<file path="src/core/dcc_defines.svh">
// Constants of the disconnector control block
`ifndef DCC_DEFINES_SVH
`define DCC_DEFINES_SVH
`define DCC_CLK_PERIOD_NS 10
`define DCC_MS_NS 1000000
`define DCC_OPER_PULSE_MS 16'h0096
`define DCC_PULSE_MIN_MS 16'h0064
`define DCC_PULSE_MAX_MS 16'hEA60
`define DCC_PULSE_DEF_MS 16'h03E8
`define DCC_INTER_MIN_MS 16'h0014
`define DCC_INTER_MAX_MS 16'hEA60
`define DCC_INTER_DEF_MS 16'h2710
`define DCC_OPTIME_MIN_MS 16'h000A
`define DCC_OPTIME_MAX_MS 16'hEA60
`define DCC_OPTIME_DEF_MS 16'h2710
`define DCC_COUNT_RST 32'h00000000
`endif

</file>
<file path="src/core/dcc_pkg.sv">
// Types and helper functions of the disconnector control block
package dcc_pkg;
  typedef enum logic [1:0] {
    DCC_POS_INTERMEDIATE,
    DCC_POS_OFF,
    DCC_POS_ON,
    DCC_POS_BAD
  } dcc_pos_t;

  typedef enum logic {
    DCC_ST_IDLE,
    DCC_ST_PULSE
  } dcc_state_t;

  typedef struct packed {
    logic valid;
    logic close;
  } dcc_cmd_t;

  // A zero setting selects the default; others are held inside the range
  function automatic logic [15:0] dcc_clamp_ms(input logic [15:0] v, input logic [15:0] lo,
                                               input logic [15:0] hi, input logic [15:0] def);
    logic [15:0] r;
    r = v;
    if (v == 16'h0000)
    begin
      r = def;
    end
    else if (v < lo)
    begin
      r = lo;
    end
    else if (v > hi)
    begin
      r = hi;
    end
    return r;
  endfunction : dcc_clamp_ms

  function automatic dcc_pos_t dcc_pos_decode(input logic closed_in, input logic open_in);
    return dcc_pos_t'({closed_in, open_in});
  endfunction : dcc_pos_decode
endpackage : dcc_pkg

</file>
<file path="src/core/dcc_top.sv">
// Disconnector control: command gating, command pulses, position filter, counter
`timescale 1ns/1ps
`default_nettype none
`include "dcc_defines.svh"
// Function
// - Accepted open drives timed open pulse
// - Accepted close drives timed close pulse
// - Each operation gives fixed 150 ms pulse
// - Closed indication is filtered closed input
// - Opened indication is filtered open input
// - Counter increments on operation pulse rising
// - Counter reset request clears the counter, or loads one on a same-cycle rising
// - Two-bit position code from both inputs
// - Event on each position code change
// - Origin permission gates local or remote commands
// - Direction permit gates open or close
// - Timing within five percent or 15 ms
// - Pulse 100..60000 ms, early end after minimum
// - Inhibit refuses every operation
// - Unsettled inputs report intermediate after timeout
// - Enhanced model flags missing position change
module dcc_top
  import dcc_pkg::*;
#(
  parameter int unsigned CYC_PER_MS = `DCC_MS_NS / `DCC_CLK_PERIOD_NS
) (
  // Clock and reset
  input wire logic clock,
  input wire logic clock_en,
  input wire logic arst_n,
  // Commands from panel and station controller
  input wire dcc_cmd_t local_cmd,
  input wire dcc_cmd_t remote_cmd,
  // Permissions and interlocks
  input wire logic local_permit,
  input wire logic remote_permit,
  input wire logic open_permit,
  input wire logic close_permit,
  input wire logic inhibit_input,
  // Position contacts
  input wire logic open_position_input,
  input wire logic closed_position_input,
  // Settings
  input wire logic [15:0] pulse_duration_ms,
  input wire logic [15:0] max_intermediate_ms,
  input wire logic [15:0] max_operating_ms,
  input wire logic enhanced_model,
  input wire logic counter_reset,
  // Switch commands
  output logic open_command_pulse,
  output logic close_command_pulse,
  output logic operation_pulse,
  // Position reporting
  output logic opened_indication,
  output logic closed_indication,
  output dcc_pos_t position_state_code,
  output logic position_event,
  output dcc_pos_t position_event_code,
  // Status
  output logic cmd_accepted,
  output logic cmd_refused,
  output logic invalid_position_error,
  output logic [31:0] operation_count
);
  logic rst_meta_q;
  logic rst_n_q;
  dcc_state_t state_q;
  dcc_pos_t pos_q, pos_d, raw_prev_q, target_q;
  dcc_pos_t raw_pos;
  dcc_cmd_t cmd;
  logic open_q, close_q, opened_q, closed_q, event_q, acc_q, ref_q, err_q, op_prev_q;
  dcc_pos_t event_code_q;
  logic [31:0] count_q;
  logic origin_ok, dir_ok, accept, acc_open, acc_close, early_done, pulse_end, op_rise;
  logic pulse_exp, inter_exp, optime_exp, optime_running, oper_running;
  logic [15:0] pulse_elapsed;

  // Reset is released through two flops
  always_ff @(posedge clock or negedge arst_n)
  begin
    if (!arst_n)
    begin
      rst_meta_q <= 1'b0;
      rst_n_q <= 1'b0;
    end
    else
    begin
      rst_meta_q <= 1'b1;
      rst_n_q <= rst_meta_q;
    end
  end

  // Local panel takes precedence when both origins request together
  assign cmd = local_cmd.valid ? local_cmd : remote_cmd;
  assign origin_ok = local_cmd.valid ? local_permit : (remote_cmd.valid & remote_permit);
  assign dir_ok = cmd.close ? close_permit : open_permit;
  assign accept = cmd.valid & origin_ok & dir_ok & ~inhibit_input
                  & (state_q == DCC_ST_IDLE) & clock_en;
  assign acc_open = accept & ~cmd.close;
  assign acc_close = accept & cmd.close;
  assign early_done = (pos_q == target_q) & (pulse_elapsed >= `DCC_PULSE_MIN_MS);
  assign pulse_end = (state_q == DCC_ST_PULSE) & (pulse_exp | early_done);

  dcc_ms_timer #(.CYC_PER_MS(CYC_PER_MS)) u_pulse_tmr (
    .clock(clock), .clock_en(clock_en), .rst_n(rst_n_q),
    .start(accept), .stop(pulse_end & ~pulse_exp),
    .limit_ms(dcc_clamp_ms(pulse_duration_ms, `DCC_PULSE_MIN_MS, `DCC_PULSE_MAX_MS,
                           `DCC_PULSE_DEF_MS)),
    .running(), .elapsed_ms(pulse_elapsed), .expired(pulse_exp)
  );

  // Command pulse state machine
  always_ff @(posedge clock or negedge rst_n_q)
  begin
    if (!rst_n_q)
    begin
      state_q <= DCC_ST_IDLE;
      open_q <= 1'b0;
      close_q <= 1'b0;
      target_q <= DCC_POS_INTERMEDIATE;
    end
    else if (clock_en)
    begin
      case (state_q)
        DCC_ST_IDLE:
        begin
          if (accept)
          begin
            state_q <= DCC_ST_PULSE;
            open_q <= acc_open;
            close_q <= acc_close;
            target_q <= acc_close ? DCC_POS_ON : DCC_POS_OFF;
          end
        end
        DCC_ST_PULSE:
        begin
          if (pulse_end)
          begin
            state_q <= DCC_ST_IDLE;
            open_q <= 1'b0;
            close_q <= 1'b0;
          end
        end
        default:
        begin
          state_q <= DCC_ST_IDLE;
          open_q <= 1'b0;
          close_q <= 1'b0;
        end
      endcase
    end
  end

  // Accept and refuse strobes
  always_ff @(posedge clock or negedge rst_n_q)
  begin
    if (!rst_n_q)
    begin
      acc_q <= 1'b0;
      ref_q <= 1'b0;
    end
    else if (clock_en)
    begin
      acc_q <= accept;
      ref_q <= (local_cmd.valid | remote_cmd.valid) & ~accept;
    end
  end

  // Enhanced models: position must reach the target within the operating time
  dcc_ms_timer #(.CYC_PER_MS(CYC_PER_MS)) u_optime_tmr (
    .clock(clock), .clock_en(clock_en), .rst_n(rst_n_q),
    .start(accept & enhanced_model), .stop(pos_q == target_q),
    .limit_ms(dcc_clamp_ms(max_operating_ms, `DCC_OPTIME_MIN_MS, `DCC_OPTIME_MAX_MS,
                           `DCC_OPTIME_DEF_MS)),
    .running(optime_running), .elapsed_ms(), .expired(optime_exp)
  );

  always_ff @(posedge clock or negedge rst_n_q)
  begin
    if (!rst_n_q)
    begin
      err_q <= 1'b0;
    end
    else if (clock_en)
    begin
      err_q <= optime_exp;
    end
  end

  // Position filter: a clean reading is taken at once, a missing one only after timeout
  assign raw_pos = dcc_pos_decode(closed_position_input, open_position_input);

  dcc_ms_timer #(.CYC_PER_MS(CYC_PER_MS)) u_inter_tmr (
    .clock(clock), .clock_en(clock_en), .rst_n(rst_n_q),
    .start((raw_pos == DCC_POS_INTERMEDIATE) & (raw_prev_q != DCC_POS_INTERMEDIATE)),
    .stop(raw_pos != DCC_POS_INTERMEDIATE),
    .limit_ms(dcc_clamp_ms(max_intermediate_ms, `DCC_INTER_MIN_MS, `DCC_INTER_MAX_MS,
                           `DCC_INTER_DEF_MS)),
    .running(), .elapsed_ms(), .expired(inter_exp)
  );

  always_comb
  begin
    pos_d = pos_q;
    if (raw_pos != DCC_POS_INTERMEDIATE)
    begin
      pos_d = raw_pos;
    end
    else if (inter_exp)
    begin
      pos_d = DCC_POS_INTERMEDIATE;
    end
  end

  always_ff @(posedge clock or negedge rst_n_q)
  begin
    if (!rst_n_q)
    begin
      pos_q <= DCC_POS_INTERMEDIATE;
      raw_prev_q <= DCC_POS_INTERMEDIATE;
      opened_q <= 1'b0;
      closed_q <= 1'b0;
      event_q <= 1'b0;
      event_code_q <= DCC_POS_INTERMEDIATE;
    end
    else if (clock_en)
    begin
      raw_prev_q <= raw_pos;
      pos_q <= pos_d;
      opened_q <= (pos_d == DCC_POS_OFF);
      closed_q <= (pos_d == DCC_POS_ON);
      event_q <= (pos_d != pos_q);
      if (pos_d != pos_q)
      begin
        event_code_q <= pos_d;
      end
    end
  end

  // Operation pulse restarts on each move into a clean end position
  dcc_ms_timer #(.CYC_PER_MS(CYC_PER_MS)) u_oper_tmr (
    .clock(clock), .clock_en(clock_en), .rst_n(rst_n_q),
    .start((pos_d != pos_q) & ((pos_d == DCC_POS_OFF) | (pos_d == DCC_POS_ON))),
    .stop(1'b0), .limit_ms(`DCC_OPER_PULSE_MS),
    .running(oper_running), .elapsed_ms(), .expired()
  );

  assign op_rise = oper_running & ~op_prev_q;

  // Counter: an increment in the reset cycle is kept, so the count reads one
  always_ff @(posedge clock or negedge rst_n_q)
  begin
    if (!rst_n_q)
    begin
      op_prev_q <= 1'b0;
      count_q <= `DCC_COUNT_RST;
    end
    else if (clock_en)
    begin
      op_prev_q <= oper_running;
      if (counter_reset)
      begin
        count_q <= op_rise ? 32'h00000001 : `DCC_COUNT_RST;
      end
      else if (op_rise)
      begin
        count_q <= count_q + 32'h00000001;
      end
    end
  end

  assign open_command_pulse = open_q;
  assign close_command_pulse = close_q;
  assign operation_pulse = oper_running;
  assign opened_indication = opened_q;
  assign closed_indication = closed_q;
  assign position_state_code = pos_q;
  assign position_event = event_q;
  assign position_event_code = event_code_q;
  assign cmd_accepted = acc_q;
  assign cmd_refused = ref_q;
  assign invalid_position_error = err_q;
  assign operation_count = count_q;
endmodule : dcc_top
`default_nettype wire

</file>
<file path="src/core/dcc_ms_timer.sv">
// Millisecond interval timer with its own restartable prescaler
`timescale 1ns/1ps
`default_nettype none
module dcc_ms_timer #(
  parameter int unsigned CYC_PER_MS = 100000
) (
  // Clock and reset
  input wire logic clock,
  input wire logic clock_en,
  input wire logic rst_n,
  // Control
  input wire logic start,
  input wire logic stop,
  input wire logic [15:0] limit_ms,
  // Status
  output logic running,
  output logic [15:0] elapsed_ms,
  output logic expired
);
  logic running_q;
  logic expired_q;
  logic [15:0] elapsed_q;
  logic [31:0] presc_q;

  // Prescaler restarts with each start so an interval is exact to one cycle
  always_ff @(posedge clock or negedge rst_n)
  begin
    if (!rst_n)
    begin
      running_q <= 1'b0;
      expired_q <= 1'b0;
      elapsed_q <= 16'h0000;
      presc_q <= 32'h00000000;
    end
    else if (clock_en)
    begin
      expired_q <= 1'b0;
      if (start)
      begin
        running_q <= 1'b1;
        elapsed_q <= 16'h0000;
        presc_q <= 32'h00000000;
      end
      else if (stop)
      begin
        running_q <= 1'b0;
      end
      else if (running_q)
      begin
        if (presc_q == CYC_PER_MS - 1)
        begin
          presc_q <= 32'h00000000;
          elapsed_q <= elapsed_q + 16'h0001;
          if ({1'b0, elapsed_q} + 17'h00001 >= {1'b0, limit_ms})
          begin
            running_q <= 1'b0;
            expired_q <= 1'b1;
          end
        end
        else
        begin
          presc_q <= presc_q + 32'h00000001;
        end
      end
    end
  end

  assign running = running_q;
  assign elapsed_ms = elapsed_q;
  assign expired = expired_q;
endmodule : dcc_ms_timer
`default_nettype wire

</file>
<file path="config.mk">
export PLATFORM = sky130hd
export DESIGN_NAME = dcc_top
export DESIGN_NICKNAME = d
export VERILOG_FILES = /design/src/core/dcc_pkg.sv /design/src/core/dcc_top.sv /design/src/core/dcc_ms_timer.sv
export VERILOG_INCLUDE_DIRS = /design/src /design/src/core
export SDC_FILE = /design/constraint.sdc
export NUM_CORES = 1
export LEC_CHECK = 0
export BUFFER_PORTS_ARGS = -buffer_cell sky130_fd_sc_hd__buf_2
export CAP_MARGIN = 25
export CORE_MARGIN = 2
export CORE_UTILIZATION = 30
export DETAILED_ROUTE_END_ITERATION = 12
export GPL_TIMING_DRIVEN = 0
export PLACE_DENSITY = 0.45
export SYNTH_ARGS = -nofsm -noshare
export SYNTH_HDL_FRONTEND = slang
export SYNTH_SLANG_ARGS = --single-unit
</file>
<file path="constraint.sdc">
create_clock -name clock -period 7.3 [get_ports clock]
set_input_delay 0.73 -clock clock [delete_from_list [all_inputs] [get_ports clock]]
set_output_delay 0.73 -clock clock [all_outputs]
set_load 0.1 [all_outputs]
</file>
Word-level counts from Yosys, hierarchy flattened
Cells that the tools add are included.
- $mul: 0
- divide/modulo/power cells: 0
- order comparisons: 11
- bitwise logic cells: 25
- shifts and indexed selects: 0
- multiplexer cells: 90
- equal/unequal tests: 13
- reductions and logical operators: 27
- add/sub/neg operators: 13
- operator list (cell ; number):
    $mux W32 ; 17
    $mux W16 ; 24
    $add A32 B1 Y32 const B ; 5
    $eq A32 B17 Y1 const B ; 4
    $add A16 B1 Y17 const B ; 4
    $add A16 B1 Y16 const B ; 4
    $ge A17 B16 Y1 ; 3
    $gt A16 B16 Y1 const B ; 3
    $logic_not A16 Y1 ; 3
    $mux W1 ; 42
    $reduce_bool A2 Y1 ; 11
    $reduce_and A3 Y1 ; 6
    $ge A17 B8 Y1 const B ; 1
    $and A1 B1 Y1 ; 16
    $ge A16 B7 Y1 const B ; 1
    $lt A16 B4 Y1 const B ; 1
    $lt A16 B5 Y1 const B ; 1
    $lt A16 B7 Y1 const B ; 1
    $reduce_and A4 Y1 ; 3
    $mux W2 ; 4
    $ne A2 B1 Y1 const B ; 3
    $not A1 Y1 ; 6
    $pmux W1 S2 ; 3
    $reduce_and A2 Y1 ; 3
    7 further kinds ; 10
- bits in writable memories: 0
- memories: 0
- output and inout bits: 45
- input port bits: 64
- memory bits (read-only): 0
- latch bits: 0
- flip-flop bits (word level): 251

Logic depth before layout (Yosys ltp)
Gate-level depths: netlist of run 1.
- depth after elaboration: 10
- mapped depth: 14

Cells and area by module
A second synthesis of run 1 with hierarchy kept.
- cells, all modules: 1875
- area total of the unflattened synthesis: 16438.3 sq um
- modules (own cells, without submodules) (module ; cells an instance ; times used ; sequential area each (sq um) ; area an instance (sq um)):
    dcc_ms_timer ; 366 ; 4 ; 1251.2 ; 3225.6
    dcc_top ; 411 ; 1 ; 1301.2 ; 3535.9

Least setup slack after synthesis of run 1
No wires, ideal clock.
- path kind: in2reg
- start: in max_operating_ms[0]
- end: reg u_optime_tmr.expired_q, in the netlist u_optime_tmr.expired
- library setup time: 0.124 ns
- path slack: 4.043 ns
- required time: 7.176 ns
- arrival time: 3.133 ns
- stages: 12
- path through: or4_1 > o211ai_1 > a21boi_0 > o21a_1 > o21ai_1 > nand2_1 > ha_1 > and4_1 > a221oi_1 > o211ai_1 > nand4_1 > a21oi_1
- word-level cells in the longest chain between the ends: 10
- elaborated cells between the ends (all ways): 12
- ends and longest elaborated chain (element ; line ; text):
    start, declared ; dcc_top.sv:46 ; input wire logic [15:0] max_operating_ms,
    $gt A16 B16 Y1 ; dcc_pkg.sv:33 ; else if (v > hi)
    $mux W16 ; dcc_pkg.sv:33 ;
    $mux W16 ; dcc_pkg.sv:29 ; else if (v < lo)
    $mux W16 (*) ; dcc_pkg.sv:25 ; if (v == 16'h0000)
    $ge A17 B16 Y1 (*) ; dcc_ms_timer.sv:54 ; if ({1'b0, elapsed_q} + 17'h00001 >= {1'b0, limit_ms})
    $mux W1 (*) ; dcc_ms_timer.sv:54 ;
    $mux W1 (*) ; dcc_ms_timer.sv:50 ; if (presc_q == CYC_PER_MS - 1)
    $mux W1 (*) ; dcc_ms_timer.sv:48 ; else if (running_q)
    $mux W1 (*) ; dcc_ms_timer.sv:44 ; else if (stop)
    $mux W1 (*) ; dcc_ms_timer.sv:38 ; if (start)
    end signal, assigned ; dcc_ms_timer.sv:31 ; expired_q <= 1'b0;
    end signal, assigned ; dcc_ms_timer.sv:37 ; expired_q <= 1'b0;
    end signal, assigned ; dcc_ms_timer.sv:57 ; expired_q <= 1'b1;
    end, declared ; dcc_ms_timer.sv:21 ; logic expired_q;
Mark *: on every way between the ends. The rest lies on a longest branch, timed or not.
A chain may end at the register's enable or synchronous reset.

Worst setup path after layout of run 1
- start: in clock_en
- end: reg u_pulse_tmr.elapsed_q[0], in the netlist u_pulse_tmr.elapsed_ms[0]
- word-level cells in the longest chain between the ends: 3
- elaborated cells between the ends (all ways): 6
- ends and longest elaborated chain (element ; line ; text):
    start, declared ; dcc_top.sv:29 ; input wire logic clock_en,
    $and A1 B1 Y1 ; dcc_top.sv:98 ; & (state_q == DCC_ST_IDLE) & clock_en;
    $ne A2 B2 Y1 (no source line) or $reduce_bool A2 Y1 (tied branches) ; n/a ;
    $reduce_and A4 Y1 (no source line) ; n/a ;
    end signal, assigned ; dcc_ms_timer.sv:53 ; elapsed_q <= elapsed_q + 16'h0001;
    end, declared ; dcc_ms_timer.sv:22 ; logic [15:0] elapsed_q;
Parallel ways exist; a longest one is shown, timed or not.

==> results.txt, run 1 <==
status - finished clean
final setup fails - 0
GRT overflow - 0
Num CTS Buffers - 36
Synth Flop Type - dfrtp_1
clk slew on worst S/H paths - 60 ps
DRT Pass-1 Iters - 5
CTS tree - built
CP required - 7700 ps
fin area - 18240 µm²
critical path, cell by cell - clkbuf_1, inv_1, a2111o_1, nor2_1, buf_6, clkbuf_1, buf_1, nor2_1
first-pass GRT wire length - 73.11 mm
RSZ-0062 raised after global routing - false
chip width - 231.4 µm
MaxCap Viol Count - 0
GRT Max-Usage Layer - met2
clock share of power - 44.6%
Area Growth Syn to Fin - 17.55%
Post-Syn Instances - 1785
nets - 2062
vias per cell - 5.154
die area - 53560 µm²
DP Wirelength - 31.69 mm
Hold Path Class - reg -> async
logic gate share of total power - 15.4%
Avg Cell Area, Syn - 8.693 µm²
crit share post-route - 52.47%
CP Capture Point - u_pulse_tmr.elapsed_ms[0]
pwr/cell area - 220.7 nW/µm²
final clock skew - 25.24 ps
Post-CTS Resized - 0
Routed Antenna Nets - 0
IO Pins - 109
P_sw - 1.214 mW
sw frac - 30.15%
H-Tree Depth - 2
root buffer cell - clkbuf_16
total track usage - 16.74%
via count - 13607
antenna violations before repair - 0
core box area - 51200 µm²
Final Max Tran Viols - 0
met1 Usage GRT - 23.81%
number of synthesized register bits - 251
flop2flop setup slack - 3730 ps
Initial Util - 30.31%
clk sink count - 251
Max Root-Sink Buffers - 3
Post-Route Setup TNS - 0 ps
largest net degree at the start of global routing - 65
Synth Warn # - 0
hold slack - 203.2 ps
Layout Utilization - 35.63%
endpoints failing hold - 0
post-CTS setup buffers - 0
worst setup path class - in -> reg
routability congestion estimate - 0.8157
critical path's slowest cell - a2111o_1
vias in the first global route - 13435
Port Buffers - 105
# diodes - 0
WL final - 44.34 mm
Max Clk Rate - 0.2611 GHz
worst slew pin tran - 905.1 ps
Post-synth EDFFs - 0
relative slew slack - 37.94%
Leak - 7.945 nW
drt drc - 0
Post-Syn Nets - 1910
Worst Path Arrival - 4230 ps
largest fanout on the critical path - 10
Seq pwr share - 40.0%
met3 Use GR - 2.756%
layout cells sized above 1 - 10.71%
wire length per cell - 16.79 µm
reg-to-reg endpoint - u_inter_tmr.running
Seq/Total Area, Yosys - 40.48%
Post-synth ARST share - 100.0%
Worst Setup SP - clock_en
synthesized area - 15520 µm²
final non-filler cell total - 2640
CP max stage delay - 630 ps
worst-skew pair later-pin latency - 540 ps
startpoint types - input pin
Final min period - 3831 ps
Setup crit end kind - flip-flop
Synth cell types - 82
Die H - 231.4 µm
Site Rows - 83
reg2reg path depth - 13
DR iter-0 viols - 731
Placed Cells incl. Taps - 2578
routing usage on met2 - 26.25%
Peak VDD IR - 0.0002100 V
Placed Area - 17040 µm²
Int Pwr - 2.811 mW
FF-to-FF Start - u_inter_tmr.elapsed_ms[0]
[final cells by class]
cell class / count / area [µm²]
timing repair buffer: 114 / 674.4
sequential: 251 / 6285
clock buffer: 50 / 1035
clock inverter: 11 / 160.2
fill: 5204 / 32960
multi-input combinational: 1409 / 8752
buffer: 65 / 259.0
tap: 680 / 850.8
inverter: 60 / 225.2
[kinds of logic after synthesis]
kind of cell             Yosys count  share of synthesized area [%]
other                              1                        0.02417
XOR/XNOR                         167                          9.426
multiplexers                      12                         0.8306
AO/OA/AOI/OAI                    333                          13.60
flip-flops                       251                          40.48
buffers and inverters            125                          3.121
adder cells (fa/ha/maj)           61                          4.919
AND/OR/NAND/NOR                  835                          27.60
[power by group through the flow]
stage,Sequential [mW],Combinational [mW],Clock (mW)
after floorplan,1.72,0.329,0
after global placement,1.66,0.582,0
after detailed placement,1.63,0.627,0
after CTS,1.61,0.631,1.86
after global routing,1.63,0.698,1.91
final,1.61,0.621,1.79
[sequential cells by signal, summed over array words and instances, names as in the netlist, 2 cells and up]
register                 flops
u_optime_tmr.elapsed_ms     16
operation_count             32
target_q                     2
u_inter_tmr.presc_q         32
u_pulse_tmr.elapsed_ms      16
u_optime_tmr.presc_q        32
u_oper_tmr.elapsed_ms       16
u_oper_tmr.presc_q          32
position_state_code          2
raw_prev_q                   2
u_inter_tmr.elapsed_ms      16
position_event_code          2
u_pulse_tmr.presc_q         32
[placed cells by master (no fill, tap or decap), drive strengths merged, types with 34 or more instances in the layout]
master / netlist / final
nor3: 67 / 67
ha: 61 / 61
xor2: 79 / 79
clkbuf: 52 / 102
nand2: 150 / 150
nor4: 49 / 49
a21oi: 81 / 81
nand4: 62 / 62
and3: 41 / 41
dfrtp: 251 / 251
nand3: 101 / 101
o31ai: 34 / 34
xnor2: 88 / 88
inv: 60 / 60
buf: 13 / 126
nor2: 213 / 213
o21ai: 116 / 116
[routing by layer]
layer | wire length (µm) | vias to the layer above
met2 | 19500 | 212
met1 | 22220 | 6575
met5 | 0 | -
li1 | - | 6757
met3 | 1675 | 63
met4 | 937 | 0
[per-stage QoR]
stage | power, mW | worst slack [ps]
5_1_grt | 4.238 | 3375
3_3_place_gp | 2.239 | 1005
3_5_place_dp | 2.258 | 2813
2_1_floorplan | 2.046 | 3181
4_1_cts | 4.096 | 3400
6_report | 4.025 | 3469
[cell usage after synthesis (17+ instances only)]
cell	number	area (µm²)
or3_1	24	150.1
nor4_1	46	287.8
nor3_1	66	330.3
o21ai_0	100	500.5
clkbuf_1	52	195.2
o31ai_1	30	225.2
and2_1	22	137.6
dfrtp_1	251	6281
and3_1	41	256.5
a21oi_1	81	405.4
nand4_1	62	387.9
xor2_1	79	691.9
nand2_1	149	559.3
nor2_1	213	799.5
a21o_1	17	127.6
and4_1	20	175.2
xnor2_1	88	770.7
ha_1	61	763.2
nand3_1	101	505.5
nor2b_1	19	118.9
inv_1	60	225.2
[worst min path at each step]
stage	start	slack, ps	cells after the start	to
6_report	rst_n_q	200	0	u_pulse_tmr.elapsed_ms[1]
5_1_grt	rst_n_q	230	0	u_pulse_tmr.presc_q[20]
4_1_cts	rst_n_q	210	0	u_pulse_tmr.elapsed_ms[5]
3_5_place_dp	rst_n_q	230	0	u_pulse_tmr.presc_q[23]
3_3_place_gp	rst_meta_q	340	0	rst_n_q
2_1_floorplan	rst_meta_q	330	0	rst_n_q
[repair_timing]
item	4_1_cts	5_1_grt
endpoints found under the setup margin	0	0
hold endpoints to repair	2	0
hold buffers	1	0
[worst max-delay path, delay by kind of cell]
kind / cells / cell delay, ps
buffers and inverters: 5 / 2380
and+or+nand+nor: 2 / 490
AOI/OAI and AO/OA: 1 / 630
Power figures use the tool's default switching activity.
==> run 2: changes to the inputs <==
--- a/config.mk
+++ b/config.mk
@@ -12,7 +12,7 @@
 export CORE_UTILIZATION = 30
 export DETAILED_ROUTE_END_ITERATION = 12
 export GPL_TIMING_DRIVEN = 0
-export PLACE_DENSITY = 0.45
+export PLACE_DENSITY = 0.43
 export SYNTH_ARGS = -nofsm -noshare
 export SYNTH_HDL_FRONTEND = slang
 export SYNTH_SLANG_ARGS = --single-unit
==> constraint.sdc (replaced) <==
create_clock -name clock -period 3.56 [get_ports clock]
set_input_delay 0.356 -clock clock [delete_from_list [all_inputs] [get_ports clock]]
set_output_delay 0.356 -clock clock [all_outputs]
set_load 0.1 [all_outputs]
==> results.txt, run 2 (synthesized netlist as in run 1, its figures left out) <==
most frequent cells in the layout - 250 x dfrtp_1, 213 x nor2_1, 149 x nand2_1
worst setup path class - reg -> reg
Initial Util - 30.31%
Max Clk Rate - 0.2984 GHz
flop2flop setup slack - 210 ps
DRT Pass-1 Iters - 7
layout cells sized above 1 - 10.47%
total track usage - 16.40%
die area - 53560 µm²
CP required - 4070 ps
Final min period - 3351 ps
Leak - 7.812 nW
wire length per cell - 16.70 µm
Routed Antenna Nets - 0
Area Growth Syn to Fin - 16.11%
CTS tree - built
worst-skew pair later-pin latency - 580 ps
final clock skew - 8.427 ps
nets - 2055
Pwr Total - 7.633 mW
CP Capture Point - u_inter_tmr.running
pwr/cell area - 423.7 nW/µm²
IO Pins - 109
relative slew slack - 25.49%
first-pass GRT wire length - 71.88 mm
via count - 13539
worst slew pin tran - 1113 ps
core box area - 51200 µm²
DR iter-0 viols - 844
Final Max Tran Viols - 0
antenna violations before repair - 0
vias in the first global route - 13033
chip width - 231.4 µm
hold slack - 44.16 ps
Worst Path Arrival - 3860 ps
WL final - 43.92 mm
final setup fails - 0
Site Rows - 83
Max Root-Sink Buffers - 3
Die H - 231.4 µm
endpoints failing hold - 0
Worst Setup SP - u_inter_tmr.elapsed_ms[0]
routability congestion estimate - 0.8207
drt drc - 0
GRT overflow - 0
Hold Path Class - in -> reg
crit share post-route - 94.12%
Port Buffers - 105
reg-to-reg endpoint - u_inter_tmr.running
clk slew on worst S/H paths - 60 ps
vias per cell - 5.148
root buffer cell - clkbuf_16
Post-Route Setup TNS - 0 ps
Placed Area - 17020 µm²
fin area - 18020 µm²
MaxCap Viol Count - 0
clk sink count - 251
startpoint types - flip-flop
status - finished clean
Setup crit end kind - flip-flop
largest fanout on the critical path - 6
FF-to-FF Start - u_inter_tmr.elapsed_ms[0]
Fillers - 5362
largest net degree at the start of global routing - 64
most common cell after layout, fill and taps aside - dfrtp_1
Peak VDD IR - 0.0003784 V
H-Tree Depth - 1
DP Wirelength - 32.08 mm
reg2reg path depth - 13
Num CTS Buffers - 31
## run 2: cell types whose count changed in the layout (fill, tap and decap cells not counted), sizes merged
cell      before  now
bufinv         4    1
buf          126  124
clkbuf       102   94
inv           60   61
diode          0    1
clkinvlp       2    5
clkinv         5    3
## run 2: final cells by class
type / instances / area [µm²] / area share [%]
flip-flops and latches: 251 / 6285 / 34.88
multi-input cells: 1409 / 8766 / 48.65
inverters: 60 / 225.2 / 1.250
diodes: 1 / 2.502 / 0.01389
well taps: 680 / 850.8 / 4.722
clock inverters: 10 / 91.34 / 0.5069
plain buffers: 65 / 259.0 / 1.437
clock buffers: 42 / 877.1 / 4.868
repair buffers: 112 / 660.6 / 3.667
## run 2: worst min path at each step
stage,slack (ps),cells after the start,startpoint,endpoint
floorplan,60,0,arst_n,rst_meta_q
global placement,140,1,arst_n,rst_meta_q
detailed placement,140,1,arst_n,rst_meta_q
CTS,3,2,counter_reset,operation_count[2]
global route,20,2,counter_reset,operation_count[2]
finish,40,2,counter_reset,operation_count[2]
## run 2: metrics by stage
stage	setup WS [ps]	cells	utilization [%]
final	209.2	2630	35.19
after global routing	-11.34	2629	35.19
after CTS	76.17	2629	35.16
after detailed placement	-447.6	2576	33.25
after global placement	-470.0	2570	33.00
after floorplan	465.4	1785	-
## run 2: worst max-delay path, stage by stage (launching register included)
cell      delay (ps)
dfrtp_1          430
ha_2             240
and3_1           220
and3_1           200
and2_1           220
and3_1           230
xnor2_1          170
ha_1             280
a21o_1           160
a21oi_1          130
o21ai_0          110
a221o_1          410
a311oi_2         320
nand2b_1         150
## run 2: per-layer routing
metal  GRT usage (%)  share of wire [%]  vias up  routed length, µm
li1                -                  -     6731                  -
met1           24.36                 51     6547              22240
met2           25.63                 44      223              19360
met3           2.018                3.9       38               1691
met4           2.964                1.4        0                632
met5               0                  0        -                  0
## run 2: what timing repair did
action                                  in CTS  in global routing
hold endpoints to repair                     2                  0
buffers inserted                             0                  0
hold buffers                                 1                  0
gates resized for setup                      0                  4
endpoints found under the setup margin       0                  4
## run 2: report_power, final
group	internal [mW]	switching, mW	total [mW]	leakage [nW]
clock network	1.78	1.28	3.06	0.462
registers	3.06	0.247	3.30	3.40
logic	0.401	0.870	1.27	3.95
total	5.24	2.40	7.63	7.81
==> run 3: changes to the inputs <==
--- a/config.mk
+++ b/config.mk
@@ -6,13 +6,13 @@
 export SDC_FILE = /design/constraint.sdc
 export NUM_CORES = 1
 export LEC_CHECK = 0
-export BUFFER_PORTS_ARGS = -buffer_cell sky130_fd_sc_hd__buf_2
 export CAP_MARGIN = 25
 export CORE_MARGIN = 2
 export CORE_UTILIZATION = 30
 export DETAILED_ROUTE_END_ITERATION = 12
+export DONT_BUFFER_PORTS = 1
 export GPL_TIMING_DRIVEN = 0
-export PLACE_DENSITY = 0.43
+export PLACE_DENSITY = 0.42
 export SYNTH_ARGS = -nofsm -noshare
 export SYNTH_HDL_FRONTEND = slang
 export SYNTH_SLANG_ARGS = --single-unit
==> results.txt, run 3 (synthesized netlist as in run 1, its figures left out) <==
status - finished clean
crit share post-route - 93.06%
largest fanout on the critical path - 6
RSZ-0062 raised after global routing - false
reg-to-reg endpoint - u_inter_tmr.running
root buffer cell - clkbuf_16
Placed Area - 16530 µm²
antenna violations before repair - 1
Num CTS Buffers - 34
Site Rows - 83
worst setup path class - reg -> reg
# diodes - 0
FF-to-FF Start - u_inter_tmr.elapsed_ms[0]
Leak - 7.477 nW
area of the multi-input gates - 8782 µm²
Die H - 231.4 µm
GRT overflow - 0
vias in the first global route - 12997
worst-skew pair later-pin latency - 540 ps
final setup fails - 0
layout cells sized above 1 - 6.085%
reg2reg path depth - 13
largest net degree at the start of global routing - 61
nets - 1961
critical path's slowest cell - dfrtp_1
DRT Pass-1 Iters - 5
startpoint types - flip-flop
flop2flop setup slack - 250 ps
relative slew slack - 29.05%
worst slew pin tran - 1064 ps
pwr/cell area - 446.8 nW/µm²
final clock skew - 20.64 ps
drt drc - 0
register area - 6290 µm²
core box area - 51200 µm²
critical path, cell by cell - ha_2, and3_1, and3_1, and2_1, and3_1, xnor2_1, ha_1, a21o_1, a21oi_1, o21ai_0, a221o_1, a311oi_2, nand2b_1
wire length per cell - 17.42 µm
Hold Path Class - in -> async
first-pass GRT wire length - 71.75 mm
clk slew on worst S/H paths - 60 ps
chip width - 231.4 µm
DP Wirelength - 32.01 mm
Setup crit end kind - flip-flop
endpoints failing hold - 0
CP max stage delay - 430 ps
CP required - 4040 ps
Port Buffers - 0
Final min period - 3313 ps
clk sink count - 251
via count - 13293
Routed Antenna Nets - 0
Worst Path Arrival - 3790 ps
Peak VDD IR - 0.0002484 V
fin area - 17730 µm²
H-Tree Depth - 2
DR iter-0 viols - 887
die area - 53560 µm²
most frequent cells in the layout - 248 x dfrtp_1, 213 x nor2_1, 149 x nand2_1
hold slack - 42.42 ps
Max Clk Rate - 0.3019 GHz
CP most frequent cell - and3_1
CTS tree - built
Area Growth Syn to Fin - 14.26%
routability congestion estimate - 0.8338
IO Pins - 109
WL final - 44.19 mm
MaxCap Viol Count - 0
Initial Util - 30.31%
most common cell after layout, fill and taps aside - dfrtp_1
Final Max Tran Viols - 0
Fillers - 5322
total track usage - 16.57%
Max Root-Sink Buffers - 3
vias per cell - 5.240
## run 3: cell types whose count changed in the layout (fill, tap and decap cells not counted), moves of 2 or more
cell	previous run	this run
dfrtp_1	250	248
buf_2	114	10
clkinv_2	3	8
clkbuf_16	31	35
clkinvlp_4	5	0
dlygate4sd3_1	1	4
## run 3: per-layer routing
| metal | GRT usage, % | vias up | routed length (µm) |
|---|---|---|---|
| li1 | - | 6527 | - |
| met1 | 22.85 | 6474 | 21160 |
| met2 | 26.52 | 231 | 20180 |
| met3 | 3.076 | 59 | 2043 |
| met4 | 4.516 | 2 | 801 |
| met5 | 0 | - | 13 |
## run 3: worst max-delay path by stage
stage                         startpoint                          to  cells after the start
2_1_floorplan     position_state_code[0]      u_oper_tmr.presc_q[19]                      8
3_3_place_gp      position_state_code[0]   u_oper_tmr.elapsed_ms[12]                      9
3_5_place_dp      position_state_code[0]   u_oper_tmr.elapsed_ms[13]                      9
4_1_cts           position_state_code[1]     u_optime_tmr.presc_q[7]                      8
5_1_grt                         clock_en  u_pulse_tmr.elapsed_ms[11]                      7
6_report       u_inter_tmr.elapsed_ms[0]         u_inter_tmr.running                     13
## run 3: area by class of cell
class	instances	area share, %
clock buffer	46	5.512
buffer	65	1.461
sequential	251	35.48
clock inverter	11	0.6140
multi-input combinational	1409	49.53
tap	680	4.799
timing repair buffer	15	1.334
inverter	60	1.270
## run 3: repair_timing
action                     4_1_cts  5_1_grt
setup endpoints to repair       92       24
hold endpoints to repair         6        0
hold buffers                     4        0
buffers inserted                 0        3
resized for setup                5        5
pin swaps                        1        2
## run 3: critical path: cells and delay by family (launching register included)
kind                       cells  cell delay (ps)
AOI/OAI and AO/OA              5             1070
and+or+nand+nor                5             1070
xor gates and xnor gates       1              150
DFF                            1              430
adders and majority gates      2              540
## run 3: where the power goes
part	total (mW)	leakage (nW)	internal, mW	switching, mW
Clock	3.41	0.544	2.06	1.35
Combinational	0.989	3.54	0.379	0.610
Sequential	3.53	3.39	3.05	0.474
## run 3: stage by stage
| step | cells | power (mW) | setup slack, ps | TNS, ps | utilization, % |
|---|---|---|---|---|---|
| after CTS | 2534 | 8.054 | 38.34 | 0 | 34.53 |
| after global placement | 2465 | 4.517 | -610.8 | -93920 | 31.98 |
| after detailed placement | 2473 | 4.550 | -628.0 | -35050 | 32.29 |
| after global routing | 2537 | 8.351 | 3.939 | 0 | 34.63 |
| after floorplan | 1785 | 4.194 | 465.4 | 0 | - |
| final | 2537 | 7.922 | 247.2 | 0 | 34.63 |
